File: config.mk
export PLATFORM = sky130hd
export DESIGN_NAME = bmad_decoder
export DESIGN_NICKNAME = d
export VERILOG_FILES = /design/src/bmad_hole_cmp.v /design/src/bmad_decoder.v
export VERILOG_INCLUDE_DIRS = /design/src
export SDC_FILE = /design/constraint.sdc
export NUM_CORES = 1
export LEC_CHECK = 0
export BUFFER_PORTS_ARGS = -buffer_cell sky130_fd_sc_hd__buf_4
export CORE_MARGIN = 4
export CORE_UTILIZATION = 58
export CTS_BUF_LIST = sky130_fd_sc_hd__clkbuf_8
export DETAILED_ROUTE_END_ITERATION = 8
export GPL_TIMING_DRIVEN = 1
export MAX_ROUTING_LAYER = met4
export PLACE_DENSITY = 0.94
export REMOVE_ABC_BUFFERS = 1
export SLEW_MARGIN = 20
export SYNTH_ARGS = -nofsm -noshare
export SYNTH_HDL_FRONTEND = slang
export SYNTH_HIERARCHICAL = 1
export SYNTH_SLANG_ARGS = --single-unit
File: constraint.sdc
create_clock -name clk_sys -period 3.1 [get_ports clk_sys]
set_input_delay 0.62 -clock clk_sys [delete_from_list [all_inputs] [get_ports clk_sys]]
set_output_delay 0.62 -clock clk_sys [all_outputs]
set_load 0.02 [all_outputs]
File: src/bmad_defines.vh
// Register offsets, field positions, reset values and decode constants for the address decoder
`ifndef BMAD_DEFINES_VH
`define BMAD_DEFINES_VH

// Register offsets
`define BMAD_OFS_CS_CTRL 8'h44
`define BMAD_OFS_CS_HOLE_BOT 8'h45
`define BMAD_OFS_CS_HOLE_TOP 8'h46
`define BMAD_OFS_CS_TOM 8'h47
`define BMAD_OFS_ISA_FWD_CTRL 8'h48
`define BMAD_OFS_ISA_ROM_FWD 8'h49
`define BMAD_OFS_ISA_HOLE_BOT 8'h4a
`define BMAD_OFS_ISA_HOLE_TOP 8'h4b

// Reset values
`define BMAD_RST_CS_CTRL 8'h00
`define BMAD_RST_CS_HOLE_BOT 8'h10
`define BMAD_RST_CS_HOLE_TOP 8'h0f
`define BMAD_RST_CS_TOM 8'h00
`define BMAD_RST_ISA_FWD_CTRL 8'h01
`define BMAD_RST_ISA_ROM_FWD 8'h00
`define BMAD_RST_ISA_HOLE_BOT 8'h10
`define BMAD_RST_ISA_HOLE_TOP 8'h0f

// Chip-select control fields
`define BMAD_CS_CTRL_MASK 8'h1f
`define BMAD_CS_MASTER_EN 4
`define BMAD_CS_BIOS_WE 3
`define BMAD_CS_BIOS_RE 2
`define BMAD_CS_SEG640_WE 1
`define BMAD_CS_SEG640_RE 0

// ISA forward control fields
`define BMAD_FWD_TOP_HI 7
`define BMAD_FWD_TOP_LO 4
`define BMAD_FWD_LOW512 0
`define BMAD_FWD_SEG640 1
`define BMAD_FWD_VGA 2
`define BMAD_FWD_LOW_BIOS 3

// Address segment codes
`define BMAD_SEG512_TAG 13'h0000
`define BMAD_SEG640_TAG 15'h0004
`define BMAD_VGA_TAG 15'h0005
`define BMAD_ROM_TAG 14'h0003
`define BMAD_LOW_BIOS_TAG 16'h000e
`define BMAD_UP_BIOS_TAG 16'h000f

`endif

File: src/bmad_hole_cmp.v
// Hole window comparator on address bits 23 to 16 below 16 MB
`timescale 1ns/1ps
module bmad_hole_cmp (
  // Address under test
  input wire [31:0] addr,
  // Hole bounds, address bits 23 to 16
  input wire [7:0] hole_bot,
  input wire [7:0] hole_top,
  // Result
  output wire in_hole
);

  wire below_16m;
  wire hole_on;
  wire above_bot;
  wire below_top;

  assign below_16m = (addr[31:24] == 8'h00);
  assign hole_on = (hole_top >= hole_bot);
  assign above_bot = (addr[23:16] >= hole_bot);
  assign below_top = (addr[23:16] <= hole_top);
  assign in_hole = below_16m & hole_on & above_bot & below_top;

endmodule

File: src/bmad_decoder.v
// Memory address decoder: main memory chip select and ISA to PCI forwarding
//
// Overview of operation
// - Master enable on selects in programmed regions
// - Master enable off never selects
// - Master enable masks external positive decode enables
// - Lowest 512 KB selected whenever master enabled, unless inside the hole
// - Upper BIOS writes selected per enable
// - Upper BIOS reads selected per enable
// - 512-640 KB writes selected per enable
// - 512-640 KB reads selected per enable
// - Both enables off blocks the segment
// - Inclusive hole between bounds suppresses select
// - Hole top below bottom disables hole
// - Hole only applies below 16 MB
// - Hole bounds reset to disabled values
// - 2 MB to top of memory selected
// - Top of memory in 2 MB steps
// - ISA top field gives n plus one MB
// - ISA cycles from 1 MB to top forwarded
// - Low block bits forward ISA cycles
// - BIOS chip select keeps low BIOS on ISA
// - ROM block bits forward 16 KB blocks
// - ISA hole blocks forwarding
`timescale 1ns/1ps
`include "bmad_defines.vh"
module bmad_decoder (
  // Clock, reset, clock enable
  input wire clk_sys,
  input wire rst_n,
  input wire clk_en,
  // Register port
  input wire [7:0] reg_addr,
  input wire [7:0] reg_wdata,
  input wire reg_wr,
  input wire reg_rd,
  output reg [7:0] reg_rdata,
  // PCI address phase
  input wire pci_addr_valid,
  input wire [31:0] pci_addr,
  input wire pci_is_mem,
  input wire pci_is_write,
  input wire attr_region_hit,
  // Main memory chip select result
  output reg main_mem_chip_select_n,
  output reg pci_decode_done,
  // ISA master or DMA address
  input wire isa_addr_valid,
  input wire [31:0] isa_addr,
  // Forwarding result
  output reg isa_to_pci,
  output reg isa_decode_done,
  // Positive decode enables from other registers
  input wire isa_clk_div_pos_en,
  input wire bios_chip_select_en,
  // Positive decode enables after masking
  output reg isa_clk_div_pos_en_eff,
  output reg bios_pos_en_eff
);

  // Reset synchroniser
  reg rst_meta_r;
  reg rst_sync_r;

  always @(posedge clk_sys or negedge rst_n) begin
    if (!rst_n) begin
      rst_meta_r <= 1'b0;
      rst_sync_r <= 1'b0;
    end else begin
      rst_meta_r <= 1'b1;
      rst_sync_r <= rst_meta_r;
    end
  end

  // Configuration registers
  reg [7:0] chipsel_control_r;
  reg [7:0] chipsel_hole_bottom_r;
  reg [7:0] chipsel_hole_top_r;
  reg [7:0] chipsel_top_of_memory_r;
  reg [7:0] isa_forward_control_r;
  reg [7:0] isa_rom_block_forward_r;
  reg [7:0] isa_hole_bottom_r;
  reg [7:0] isa_hole_top_r;

  always @(posedge clk_sys or negedge rst_sync_r) begin
    if (!rst_sync_r) begin
      chipsel_control_r <= `BMAD_RST_CS_CTRL;
      chipsel_hole_bottom_r <= `BMAD_RST_CS_HOLE_BOT;
      chipsel_hole_top_r <= `BMAD_RST_CS_HOLE_TOP;
      chipsel_top_of_memory_r <= `BMAD_RST_CS_TOM;
      isa_forward_control_r <= `BMAD_RST_ISA_FWD_CTRL;
      isa_rom_block_forward_r <= `BMAD_RST_ISA_ROM_FWD;
      isa_hole_bottom_r <= `BMAD_RST_ISA_HOLE_BOT;
      isa_hole_top_r <= `BMAD_RST_ISA_HOLE_TOP;
    end else if (clk_en && reg_wr) begin
      case (reg_addr)
        `BMAD_OFS_CS_CTRL: begin
          chipsel_control_r <= reg_wdata & `BMAD_CS_CTRL_MASK;
        end
        `BMAD_OFS_CS_HOLE_BOT: begin
          chipsel_hole_bottom_r <= reg_wdata;
        end
        `BMAD_OFS_CS_HOLE_TOP: begin
          chipsel_hole_top_r <= reg_wdata;
        end
        `BMAD_OFS_CS_TOM: begin
          chipsel_top_of_memory_r <= reg_wdata;
        end
        `BMAD_OFS_ISA_FWD_CTRL: begin
          isa_forward_control_r <= reg_wdata;
        end
        `BMAD_OFS_ISA_ROM_FWD: begin
          isa_rom_block_forward_r <= reg_wdata;
        end
        `BMAD_OFS_ISA_HOLE_BOT: begin
          isa_hole_bottom_r <= reg_wdata;
        end
        `BMAD_OFS_ISA_HOLE_TOP: begin
          isa_hole_top_r <= reg_wdata;
        end
        default: begin
        end
      endcase
    end
  end

  // Read data mux
  reg [7:0] rdata_nxt;

  always @* begin
    rdata_nxt = 8'h00;
    case (reg_addr)
      `BMAD_OFS_CS_CTRL: begin
        rdata_nxt = chipsel_control_r & `BMAD_CS_CTRL_MASK;
      end
      `BMAD_OFS_CS_HOLE_BOT: begin
        rdata_nxt = chipsel_hole_bottom_r;
      end
      `BMAD_OFS_CS_HOLE_TOP: begin
        rdata_nxt = chipsel_hole_top_r;
      end
      `BMAD_OFS_CS_TOM: begin
        rdata_nxt = chipsel_top_of_memory_r;
      end
      `BMAD_OFS_ISA_FWD_CTRL: begin
        rdata_nxt = isa_forward_control_r;
      end
      `BMAD_OFS_ISA_ROM_FWD: begin
        rdata_nxt = isa_rom_block_forward_r;
      end
      `BMAD_OFS_ISA_HOLE_BOT: begin
        rdata_nxt = isa_hole_bottom_r;
      end
      `BMAD_OFS_ISA_HOLE_TOP: begin
        rdata_nxt = isa_hole_top_r;
      end
      default: begin
        rdata_nxt = 8'h00;
      end
    endcase
  end

  always @(posedge clk_sys or negedge rst_sync_r) begin
    if (!rst_sync_r) begin
      reg_rdata <= 8'h00;
    end else if (clk_en) begin
      if (reg_rd) begin
        reg_rdata <= rdata_nxt;
      end else begin
        reg_rdata <= 8'h00;
      end
    end
  end

  // Chip-select control fields
  wire cs_master_en;
  wire cs_bios_we;
  wire cs_bios_re;
  wire cs_seg640_we;
  wire cs_seg640_re;

  assign cs_master_en = chipsel_control_r[`BMAD_CS_MASTER_EN];
  assign cs_bios_we = chipsel_control_r[`BMAD_CS_BIOS_WE];
  assign cs_bios_re = chipsel_control_r[`BMAD_CS_BIOS_RE];
  assign cs_seg640_we = chipsel_control_r[`BMAD_CS_SEG640_WE];
  assign cs_seg640_re = chipsel_control_r[`BMAD_CS_SEG640_RE];

  // PCI segment decode
  wire pci_in_512k;
  wire pci_in_640k;
  wire pci_in_bios;
  wire pci_in_tom;
  wire pci_in_hole;
  wire pci_seg640_ok;
  wire pci_bios_ok;
  wire pci_region_hit;
  wire cs_nxt;

  assign pci_in_512k = (pci_addr[31:19] == `BMAD_SEG512_TAG);
  assign pci_in_640k = (pci_addr[31:17] == `BMAD_SEG640_TAG);
  assign pci_in_bios = (pci_addr[31:16] == `BMAD_UP_BIOS_TAG);
  // Top of memory region in 2 MB steps
  wire pci_below_512m;
  wire pci_from_2m;
  wire pci_upto_tom;

  assign pci_below_512m = (pci_addr[31:29] == 3'h0);
  assign pci_from_2m = (pci_addr[28:21] != 8'h00);
  assign pci_upto_tom = (pci_addr[28:21] <= chipsel_top_of_memory_r);
  assign pci_in_tom = pci_below_512m & pci_from_2m & pci_upto_tom;

  bmad_hole_cmp u_cs_hole (
    .addr(pci_addr),
    .hole_bot(chipsel_hole_bottom_r),
    .hole_top(chipsel_hole_top_r),
    .in_hole(pci_in_hole)
  );

  // Per-direction segment enables
  wire pci_bios_wr_ok;
  wire pci_bios_rd_ok;
  wire pci_seg640_wr_ok;
  wire pci_seg640_rd_ok;

  assign pci_bios_wr_ok = pci_in_bios & pci_is_write & cs_bios_we;
  assign pci_bios_rd_ok = pci_in_bios & ~pci_is_write & cs_bios_re;
  assign pci_seg640_wr_ok = pci_in_640k & pci_is_write & cs_seg640_we;
  assign pci_seg640_rd_ok = pci_in_640k & ~pci_is_write & cs_seg640_re;
  assign pci_bios_ok = pci_bios_wr_ok | pci_bios_rd_ok;
  assign pci_seg640_ok = pci_seg640_wr_ok | pci_seg640_rd_ok;

  assign pci_region_hit = pci_in_512k | pci_seg640_ok | pci_bios_ok |
                          pci_in_tom | attr_region_hit;

  assign cs_nxt = cs_master_en & pci_is_mem & pci_region_hit & ~pci_in_hole;

  // Chip select registered at address phase, held until the next one
  always @(posedge clk_sys or negedge rst_sync_r) begin
    if (!rst_sync_r) begin
      main_mem_chip_select_n <= 1'b1;
      pci_decode_done <= 1'b0;
    end else if (clk_en) begin
      pci_decode_done <= pci_addr_valid;
      if (pci_addr_valid) begin
        main_mem_chip_select_n <= ~cs_nxt;
      end
    end
  end

  // ISA segment decode
  wire [3:0] isa_top_field;
  wire isa_in_top;
  wire isa_in_hole;
  wire isa_low_hit;
  wire isa_rom_sel;
  wire isa_rom_hit;
  wire isa_low_bios_ok;
  wire fwd_nxt;

  assign isa_top_field = isa_forward_control_r[`BMAD_FWD_TOP_HI:`BMAD_FWD_TOP_LO];

  assign isa_in_top = (isa_addr[31:24] == 8'h00) &&
                      (isa_addr[23:20] != 4'h0) &&
                      (isa_addr[23:20] <= isa_top_field);

  bmad_hole_cmp u_isa_hole (
    .addr(isa_addr),
    .hole_bot(isa_hole_bottom_r),
    .hole_top(isa_hole_top_r),
    .in_hole(isa_in_hole)
  );

  assign isa_low_bios_ok = isa_forward_control_r[`BMAD_FWD_LOW_BIOS] & ~bios_chip_select_en;

  // Low memory blocks
  wire isa_in_512k;
  wire isa_in_640k;
  wire isa_in_vga;
  wire isa_in_low_bios;

  assign isa_in_512k = (isa_addr[31:19] == `BMAD_SEG512_TAG);
  assign isa_in_640k = (isa_addr[31:17] == `BMAD_SEG640_TAG);
  assign isa_in_vga = (isa_addr[31:17] == `BMAD_VGA_TAG);
  assign isa_in_low_bios = (isa_addr[31:16] == `BMAD_LOW_BIOS_TAG);

  assign isa_low_hit = (isa_in_512k & isa_forward_control_r[`BMAD_FWD_LOW512]) |
                       (isa_in_640k & isa_forward_control_r[`BMAD_FWD_SEG640]) |
                       (isa_in_vga & isa_forward_control_r[`BMAD_FWD_VGA]) |
                       (isa_in_low_bios & isa_low_bios_ok);

  assign isa_rom_sel = (isa_addr[31:18] == `BMAD_ROM_TAG) & ~isa_addr[17];

  // One 16 KB block per enable bit
  wire [7:0] isa_rom_blk_hit;
  genvar blk;

  generate
    for (blk = 0; blk < 8; blk = blk + 1) begin : g_rom_blk
      assign isa_rom_blk_hit[blk] = isa_rom_sel & ({29'h0, isa_addr[16:14]} == blk) &
                                    isa_rom_block_forward_r[blk];
    end
  endgenerate

  assign isa_rom_hit = |isa_rom_blk_hit;

  assign fwd_nxt = (isa_in_top | isa_low_hit | isa_rom_hit) & ~isa_in_hole;

  // Forward decision registered per ISA address, held until the next one
  always @(posedge clk_sys or negedge rst_sync_r) begin
    if (!rst_sync_r) begin
      isa_to_pci <= 1'b0;
      isa_decode_done <= 1'b0;
    end else if (clk_en) begin
      isa_decode_done <= isa_addr_valid;
      if (isa_addr_valid) begin
        isa_to_pci <= fwd_nxt;
      end
    end
  end

  // Positive decode enables dropped while master enable is set
  always @(posedge clk_sys or negedge rst_sync_r) begin
    if (!rst_sync_r) begin
      isa_clk_div_pos_en_eff <= 1'b0;
      bios_pos_en_eff <= 1'b0;
    end else if (clk_en) begin
      isa_clk_div_pos_en_eff <= isa_clk_div_pos_en & ~cs_master_en;
      bios_pos_en_eff <= bios_chip_select_en & ~cs_master_en;
    end
  end

endmodule

# Word level (Yosys, flattened, before mapping)
# Index checks and enable logic that the tools add are counted.
dict set report totals {
  regBits 77
  inputBits 92
  output_inout_bits 14
  wordCells 132
}
dict set report classes {
  n_lt_le_gt_ge 8
  eq_ne 21
  muxes 2
  n_bitwise 62
  n_reduce_logical 22
}
# op count
set ops {}
lappend ops {{== test 8 x 7 -> 1 bit (second input constant)} 8}
lappend ops {{case mux 8 bit (8 select lines)} 1}
lappend ops {{== test 15 x 3 -> 1 bit (second input constant)} 3}
lappend ops {{AND 1 bit} 44}
lappend ops {{== test 16 x 4 -> 1 bit (second input constant)} 2}
lappend ops {{>= comparator 8 bit} 4}
lappend ops {{zero test 13 bit} 2}
lappend ops {{<= comparator 8 bit} 3}
lappend ops {{AND reduction 2 bit} 10}
lappend ops {{zero test 8 bit} 2}
lappend ops {{== test 14 x 2 -> 1 bit (second input constant)} 1}
lappend ops {{== test 3 bit (second input constant)} 4}
lappend ops {{OR 1 bit} 11}
lappend ops {{2-to-1 mux 8 bit} 1}
lappend ops {{nonzero test 8 bit} 1}
lappend ops {{OR reduction 8 bit} 1}
lappend ops {{NOT 1 bit} 7}
lappend ops {{== test 3 x 2 -> 1 bit (second input constant)} 2}
lappend ops {{zero test 3 bit} 2}
lappend ops {{<= comparator 4 bit} 1}
lappend ops {{nonzero test 4 bit} 1}
lappend ops {{== test 3 x 1 -> 1 bit (second input constant)} 1}
lappend ops {{logical AND 1 bit} 3}

# Depth between registers and ports, before layout
dict set report logic_depth {
  depth_word 11
  depth_mapped 11
  ltp_nobuf 11
}

# By module
# Netlist, hierarchy kept.
# mod n_inst cells_each area_per_inst_um2
set modules_own_cells {}
lappend modules_own_cells {bmad_decoder 1 354 4051.4}
lappend modules_own_cells {bmad_hole_cmp 2 78 588.1}

# Least setup slack after synthesis
# OpenSTA, ideal clock, no wires.
dict set report synth_path {
  kind {input port to flip-flop}
  from {input port pci_addr[16]}
  to {register main_mem_chip_select_n}
  arrival_ps 2463
  setup_slack_ps 548
  path_stages 11
  cell_sequence {inv_1 -> ha_1 -> nand2b_4 -> a2111oi_2 -> nor4_1 -> a2111oi_1 -> nor4_1 -> nor2_1 -> nand2_1 -> o41ai_1 -> a21oi_1}
}
dict set report synth_between {
  elab_cells_between_ends 17
  classes_between {2 x order compare; 1 x eq/ne; 14 x bitwise}
}
# element line
set synth_rtl {}
lappend synth_rtl {{start: declaration} bmad_decoder.v:40} ;# input wire [31:0] pci_addr,
lappend synth_rtl {{>= comparator 8 bit} bmad_hole_cmp.v:20} ;# assign above_bot = (addr[23:16] >= hole_bot);
lappend synth_rtl {{AND 1 bit} bmad_hole_cmp.v:22} ;# assign in_hole = below_16m & hole_on & above_bot & below_top;
lappend synth_rtl {{AND 1 bit (*)} bmad_hole_cmp.v:22}
lappend synth_rtl {{named net pci_in_hole} bmad_decoder.v:193} ;# wire pci_in_hole;
lappend synth_rtl {{NOT 1 bit (*)} bmad_decoder.v:235} ;# assign cs_nxt = cs_master_en & pci_is_mem & pci_region_hit & ~pci_in_hole;
lappend synth_rtl {{AND 1 bit (*)} bmad_decoder.v:235}
lappend synth_rtl {{NOT 1 bit (*)} bmad_decoder.v:245} ;# main_mem_chip_select_n <= ~cs_nxt;
lappend synth_rtl {{end signal: assignment} bmad_decoder.v:245}
lappend synth_rtl {{end: declaration} bmad_decoder.v:45} ;# output reg main_mem_chip_select_n,
# Mark *: on every way through the listed nets, which the timed path passes. The rest lies on a longest branch.
# A chain may end at the register's enable or synchronous reset.

# Worst setup path in the final report
dict set report layout_path {
  from {register chipsel_hole_top_r[0]}
  to {register main_mem_chip_select_n}
}
dict set report layout_between {
  elab_chain_cells 7
  elab_cells_between_ends 8
  classes_between {2 x order compare; 6 x bitwise}
}
# element line
set layout_lines {}
lappend layout_lines {{start: declaration} bmad_decoder.v:78} ;# reg [7:0] chipsel_hole_top_r;
lappend layout_lines {{start signal: assignment} bmad_decoder.v:89} ;# chipsel_hole_top_r <= `BMAD_RST_CS_HOLE_TOP;
lappend layout_lines {{start signal: assignment} bmad_decoder.v:104} ;# chipsel_hole_top_r <= reg_wdata;
lappend layout_lines {{>= comparator 8 bit} bmad_hole_cmp.v:19} ;# assign hole_on = (hole_top >= hole_bot);
lappend layout_lines {{AND 1 bit (2 in series)} bmad_hole_cmp.v:22}
lappend layout_lines {{AND 1 bit (*)} bmad_hole_cmp.v:22}
lappend layout_lines {{named net pci_in_hole} bmad_decoder.v:193}
lappend layout_lines {{NOT 1 bit (*)} bmad_decoder.v:235}
lappend layout_lines {{AND 1 bit (*)} bmad_decoder.v:235}
lappend layout_lines {{NOT 1 bit (*)} bmad_decoder.v:245}
# Marks and branches as above.

==> results by group <==
Power and ir drop
  • Power Total: 2.38 mW
  • Internal: 1.78 mW
  • Clock share of power: 40.0%
  • Pwr/cell area: 385 nW/um^2
  • Peak VDD IR: approximately 320 uV
  • Logic pwr share: 14.8%
  • Sequential power share: 45.1%
  • Lkg Pwr: approximately 2.8 nW
  • Sw Ratio: 25.2%
  • Sw Pwr: 599 uW

Drt
  • Routed Wire Length: about 14 mm
  • Starting DRT DRC Count: 335
  • Post-route ant nets: 0
  • Via-per-instance ratio: 6.41
  • Routed via count: 4,511
  • DRT Pass-1 Iters: 7
  • DRC Markers: 0
  • WL per Instance: 20.2 um

Outcome
  • Status: completed

Worst setup path
  • Startpoint types: register
  • CP required: 3370 ps
  • CP Class: register to register
  • Crit. End Element: register
  • Worst Path Arrival: 3000 ps
  • Crit Path Max Fanout: 4

Clock network
  • Sink Count: a little under 80
  • CTS tree: yes
  • Clock root buffer: clkbuf_8
  • Post-CTS Hold Buffers: 0
  • Total CTS buffers: 9
  • CTS HTree Levels: 3
  • Worst-Skew Late Latency: 350 ps
  • Max clock buf depth: 2
  • Post-CTS Resized: 0
  • Postcts setup bufs: 0
  • Clock Pin Slew Worst Setup and Hold Paths: 80 ps

Timing
  • Tmin final: between 2000 and 3000 ps
  • Skew final: 12.3 ps
  • RSZ-0062 raised after global routing: no
  • Final hold violation count: 0
  • Fmax: 367 MHz
  • Setup TNS: 0 ps
  • Setup violators final: 0
  • Max Slew Vio Count: 0
  • Crit share post-route: just under 90%
  • Worst-margin pin slew: 832 ps
  • Relative slew slack: between 40 and 50%

Floorplanning
  • Row Count: 34
  • Num ports: ~110
  • Die Wd: 103 um
  • Die height: ~100 um
  • Floorplan core area: between 8000 and 9000 sq um
  • Initial Utilization: 59.7%
  • Die area: 10,600 sq um

Yosys
  • Main synth FF type: dfrtp_1
  • Synthesis Warnings: 6
  • Async SR Flop Fraction: 100%
  • Synth Cell Area: roughly 5200 sq um
  • Sequential-to-total area share from yosys stat: 37.1%
  • Cell variety after synth: 61
  • Register bit count reported by yosys: 77
  • Number of synthesized flops with an enable pin: 0
  • Synthesized instance count: 510
  • Mean Syn Cell Area: 10.3 sq um

Layout
  • Seq. cell area: 1940 sq um
  • Layout area overhead: 18.4%
  • Nets: 743
  • Fillcell total: between 600 and 700
  • # diodes: 0
  • Layout cells sized above 1: 31.9%
  • Util after Layout: 70.6%
  • Multi-input logic area: 2980 sq um

Global route
  • Vias in the first global route: 4,715
  • Pin count of the biggest net entering global routing: 41
  • GRT Overall Usage: 28.9%
  • Initial antenna violation count: 0
  • Aggregate global routing overflow: 0
  • First-pass GRT wire length: 23.0 mm

Placement
  • GPL Wtd Cong: 0.963
  • Detailed Place HPWL: 11.1 mm
  • Buffers on Ports: 75

Flow run
  • Max-cap check violation count: 0

Hold path
  • Hold Path Class: primary input to asynchronous set/reset pin
-- cells in the mapped netlist (9+ instances only) --
cell | instances | area share, %
nand3_1 | 11 | 1.1
dfstp_2 | 12 | 6.0
inv_1 | 58 | 4.2
a221oi_1 | 9 | 1.5
nor2_1 | 12 | 0.86
nand2_1 | 30 | 2.2
nor4_1 | 13 | 1.6
ha_1 | 60 | 14
nand4_1 | 15 | 1.8
dfrtp_1 | 65 | 31
o21ai_0 | 25 | 2.4
nor3_1 | 10 | 0.96
nor2b_1 | 9 | 1.1
a21oi_1 | 29 | 2.8
mux2_2 | 58 | 12
-- through the flow --
stage,area [sq um],cells,hold WS (ps),worst slack (ps)
3_3_place_gp,5930,688,339,285
2_1_floorplan,5140,495,324,549
6_report,6190,704,35.2,372
5_1_grt,6190,704,13.3,230
3_5_place_dp,5930,688,339,219
4_1_cts,6190,704,24.4,413
-- final timing paths --
path	startpoint	end	slack [ps]	cells after the start
worst max-delay path	chipsel_hole_top_r[0]	main_mem_chip_select_n	370	11
worst min-delay path	rst_n	rst_sync_r	40	1
worst max register to register	chipsel_hole_top_r[0]	main_mem_chip_select_n	370	11
worst min register to register	rst_sync_r	isa_hole_bottom_r[2]	360	0
max in group asynchronous	rst_sync_r	isa_hole_bottom_r[4]	2010	1
min in group clk_sys	rst_meta_r	rst_sync_r	360	0
-- per-layer routing --
layer	GRT usage [%]	routed length, um	vias to the layer above	share of wire (%)
li1	-	-	2054	-
met2	46.8	6850	240	48
met5	-	0	-	0
met1	35.9	5660	2174	40
met4	10.3	420	0	3.0
met3	6.22	1260	43	8.9
-- cells in the final DEF, fill, tap and decap left out, types with 2 or more instances in the layout --
cell | netlist | final
a221oi_1 | 9 | 9
nor2_4 | 2 | 2
buf_4 | 2 | 84
nor2_1 | 12 | 12
o22ai_1 | 4 | 4
a2111oi_0 | 4 | 4
dfstp_2 | 12 | 12
nor3_1 | 10 | 10
a21o_1 | 2 | 2
dfrtp_1 | 65 | 64
nand4_1 | 15 | 15
a311o_1 | 2 | 2
a41oi_1 | 2 | 2
a2111oi_2 | 2 | 2
mux4_2 | 3 | 3
inv_1 | 58 | 58
nand2_2 | 3 | 3
nand2_1 | 30 | 30
mux2_2 | 58 | 58
nand3_1 | 11 | 11
a22oi_1 | 7 | 7
a22o_1 | 3 | 3
mux2i_1 | 4 | 4
o21ai_0 | 25 | 25
bufinv_16 | 0 | 3
nand2b_1 | 2 | 2
o21a_1 | 4 | 4
a311oi_1 | 2 | 2
nor4_1 | 13 | 13
and2_1 | 2 | 2
a2111oi_1 | 2 | 2
nand2b_4 | 2 | 2
a21oi_1 | 29 | 29
nand3b_1 | 3 | 3
and3b_1 | 2 | 2
nor2b_1 | 9 | 9
ha_1 | 60 | 60
a31oi_1 | 2 | 2
clkbuf_8 | 0 | 11
-- cells by family after synthesis --
| family | share of synthesized area [%] |
|---|---|
| fa+ha+maj | 14.4 |
| simple gates | 13.7 |
| other cells | 0.0717 |
| compound gates | 14.1 |
| buf+inv | 5.86 |
| flops | 37.1 |
| mux | 14.8 |
-- state kept, by name (all words and copies together), names as in the netlist --
name                     flops
isa_hole_bottom_r            8
isa_clk_div_pos_en_eff       1
chipsel_control_r            5
chipsel_top_of_memory_r      8
isa_hole_top_r               8
isa_to_pci                   1
chipsel_hole_top_r           8
isa_rom_block_forward_r      8
rst_sync_r                   1
pci_decode_done              1
rst_meta_r                   1
isa_decode_done              1
chipsel_hole_bottom_r        8
main_mem_chip_select_n       1
reg_rdata                    8
isa_forward_control_r        8
bios_pos_en_eff              1
-- layout make-up --
class | count | area share, %
clock buffers | 11 | 2.45
clock inverters | 5 | 1.72
inverters | 59 | 3.58
multi-input cells | 359 | 48.1
flip-flops and latches | 77 | 31.4
well taps | 108 | 2.18
repair buffers | 85 | 10.5
-- power groups by stage --
| stage | logic, mW | registers (mW) | clock network, mW |
|---|---|---|---|
| after floorplan | 0.161 | 1.09 | 0 |
| after global placement | 0.324 | 1.09 | 0 |
| after detailed placement | 0.346 | 1.09 | 0 |
| after CTS | 0.349 | 1.07 | 0.961 |
| after global routing | 0.391 | 1.08 | 1.00 |
| final | 0.353 | 1.07 | 0.953 |
-- critical path: stages, from the launching register on --
cell and delay, ps:
dfstp_2 570, inv_1 50, ha_1 270, nand2b_1 140
a2111oi_0 530, nor3_1 110, o21ai_0 180, nor4_1 100
nor2_1 150, nand2_1 80, o41ai_1 390, a21oi_1 80
No activity file was read; power rests on OpenSTA's default activity.
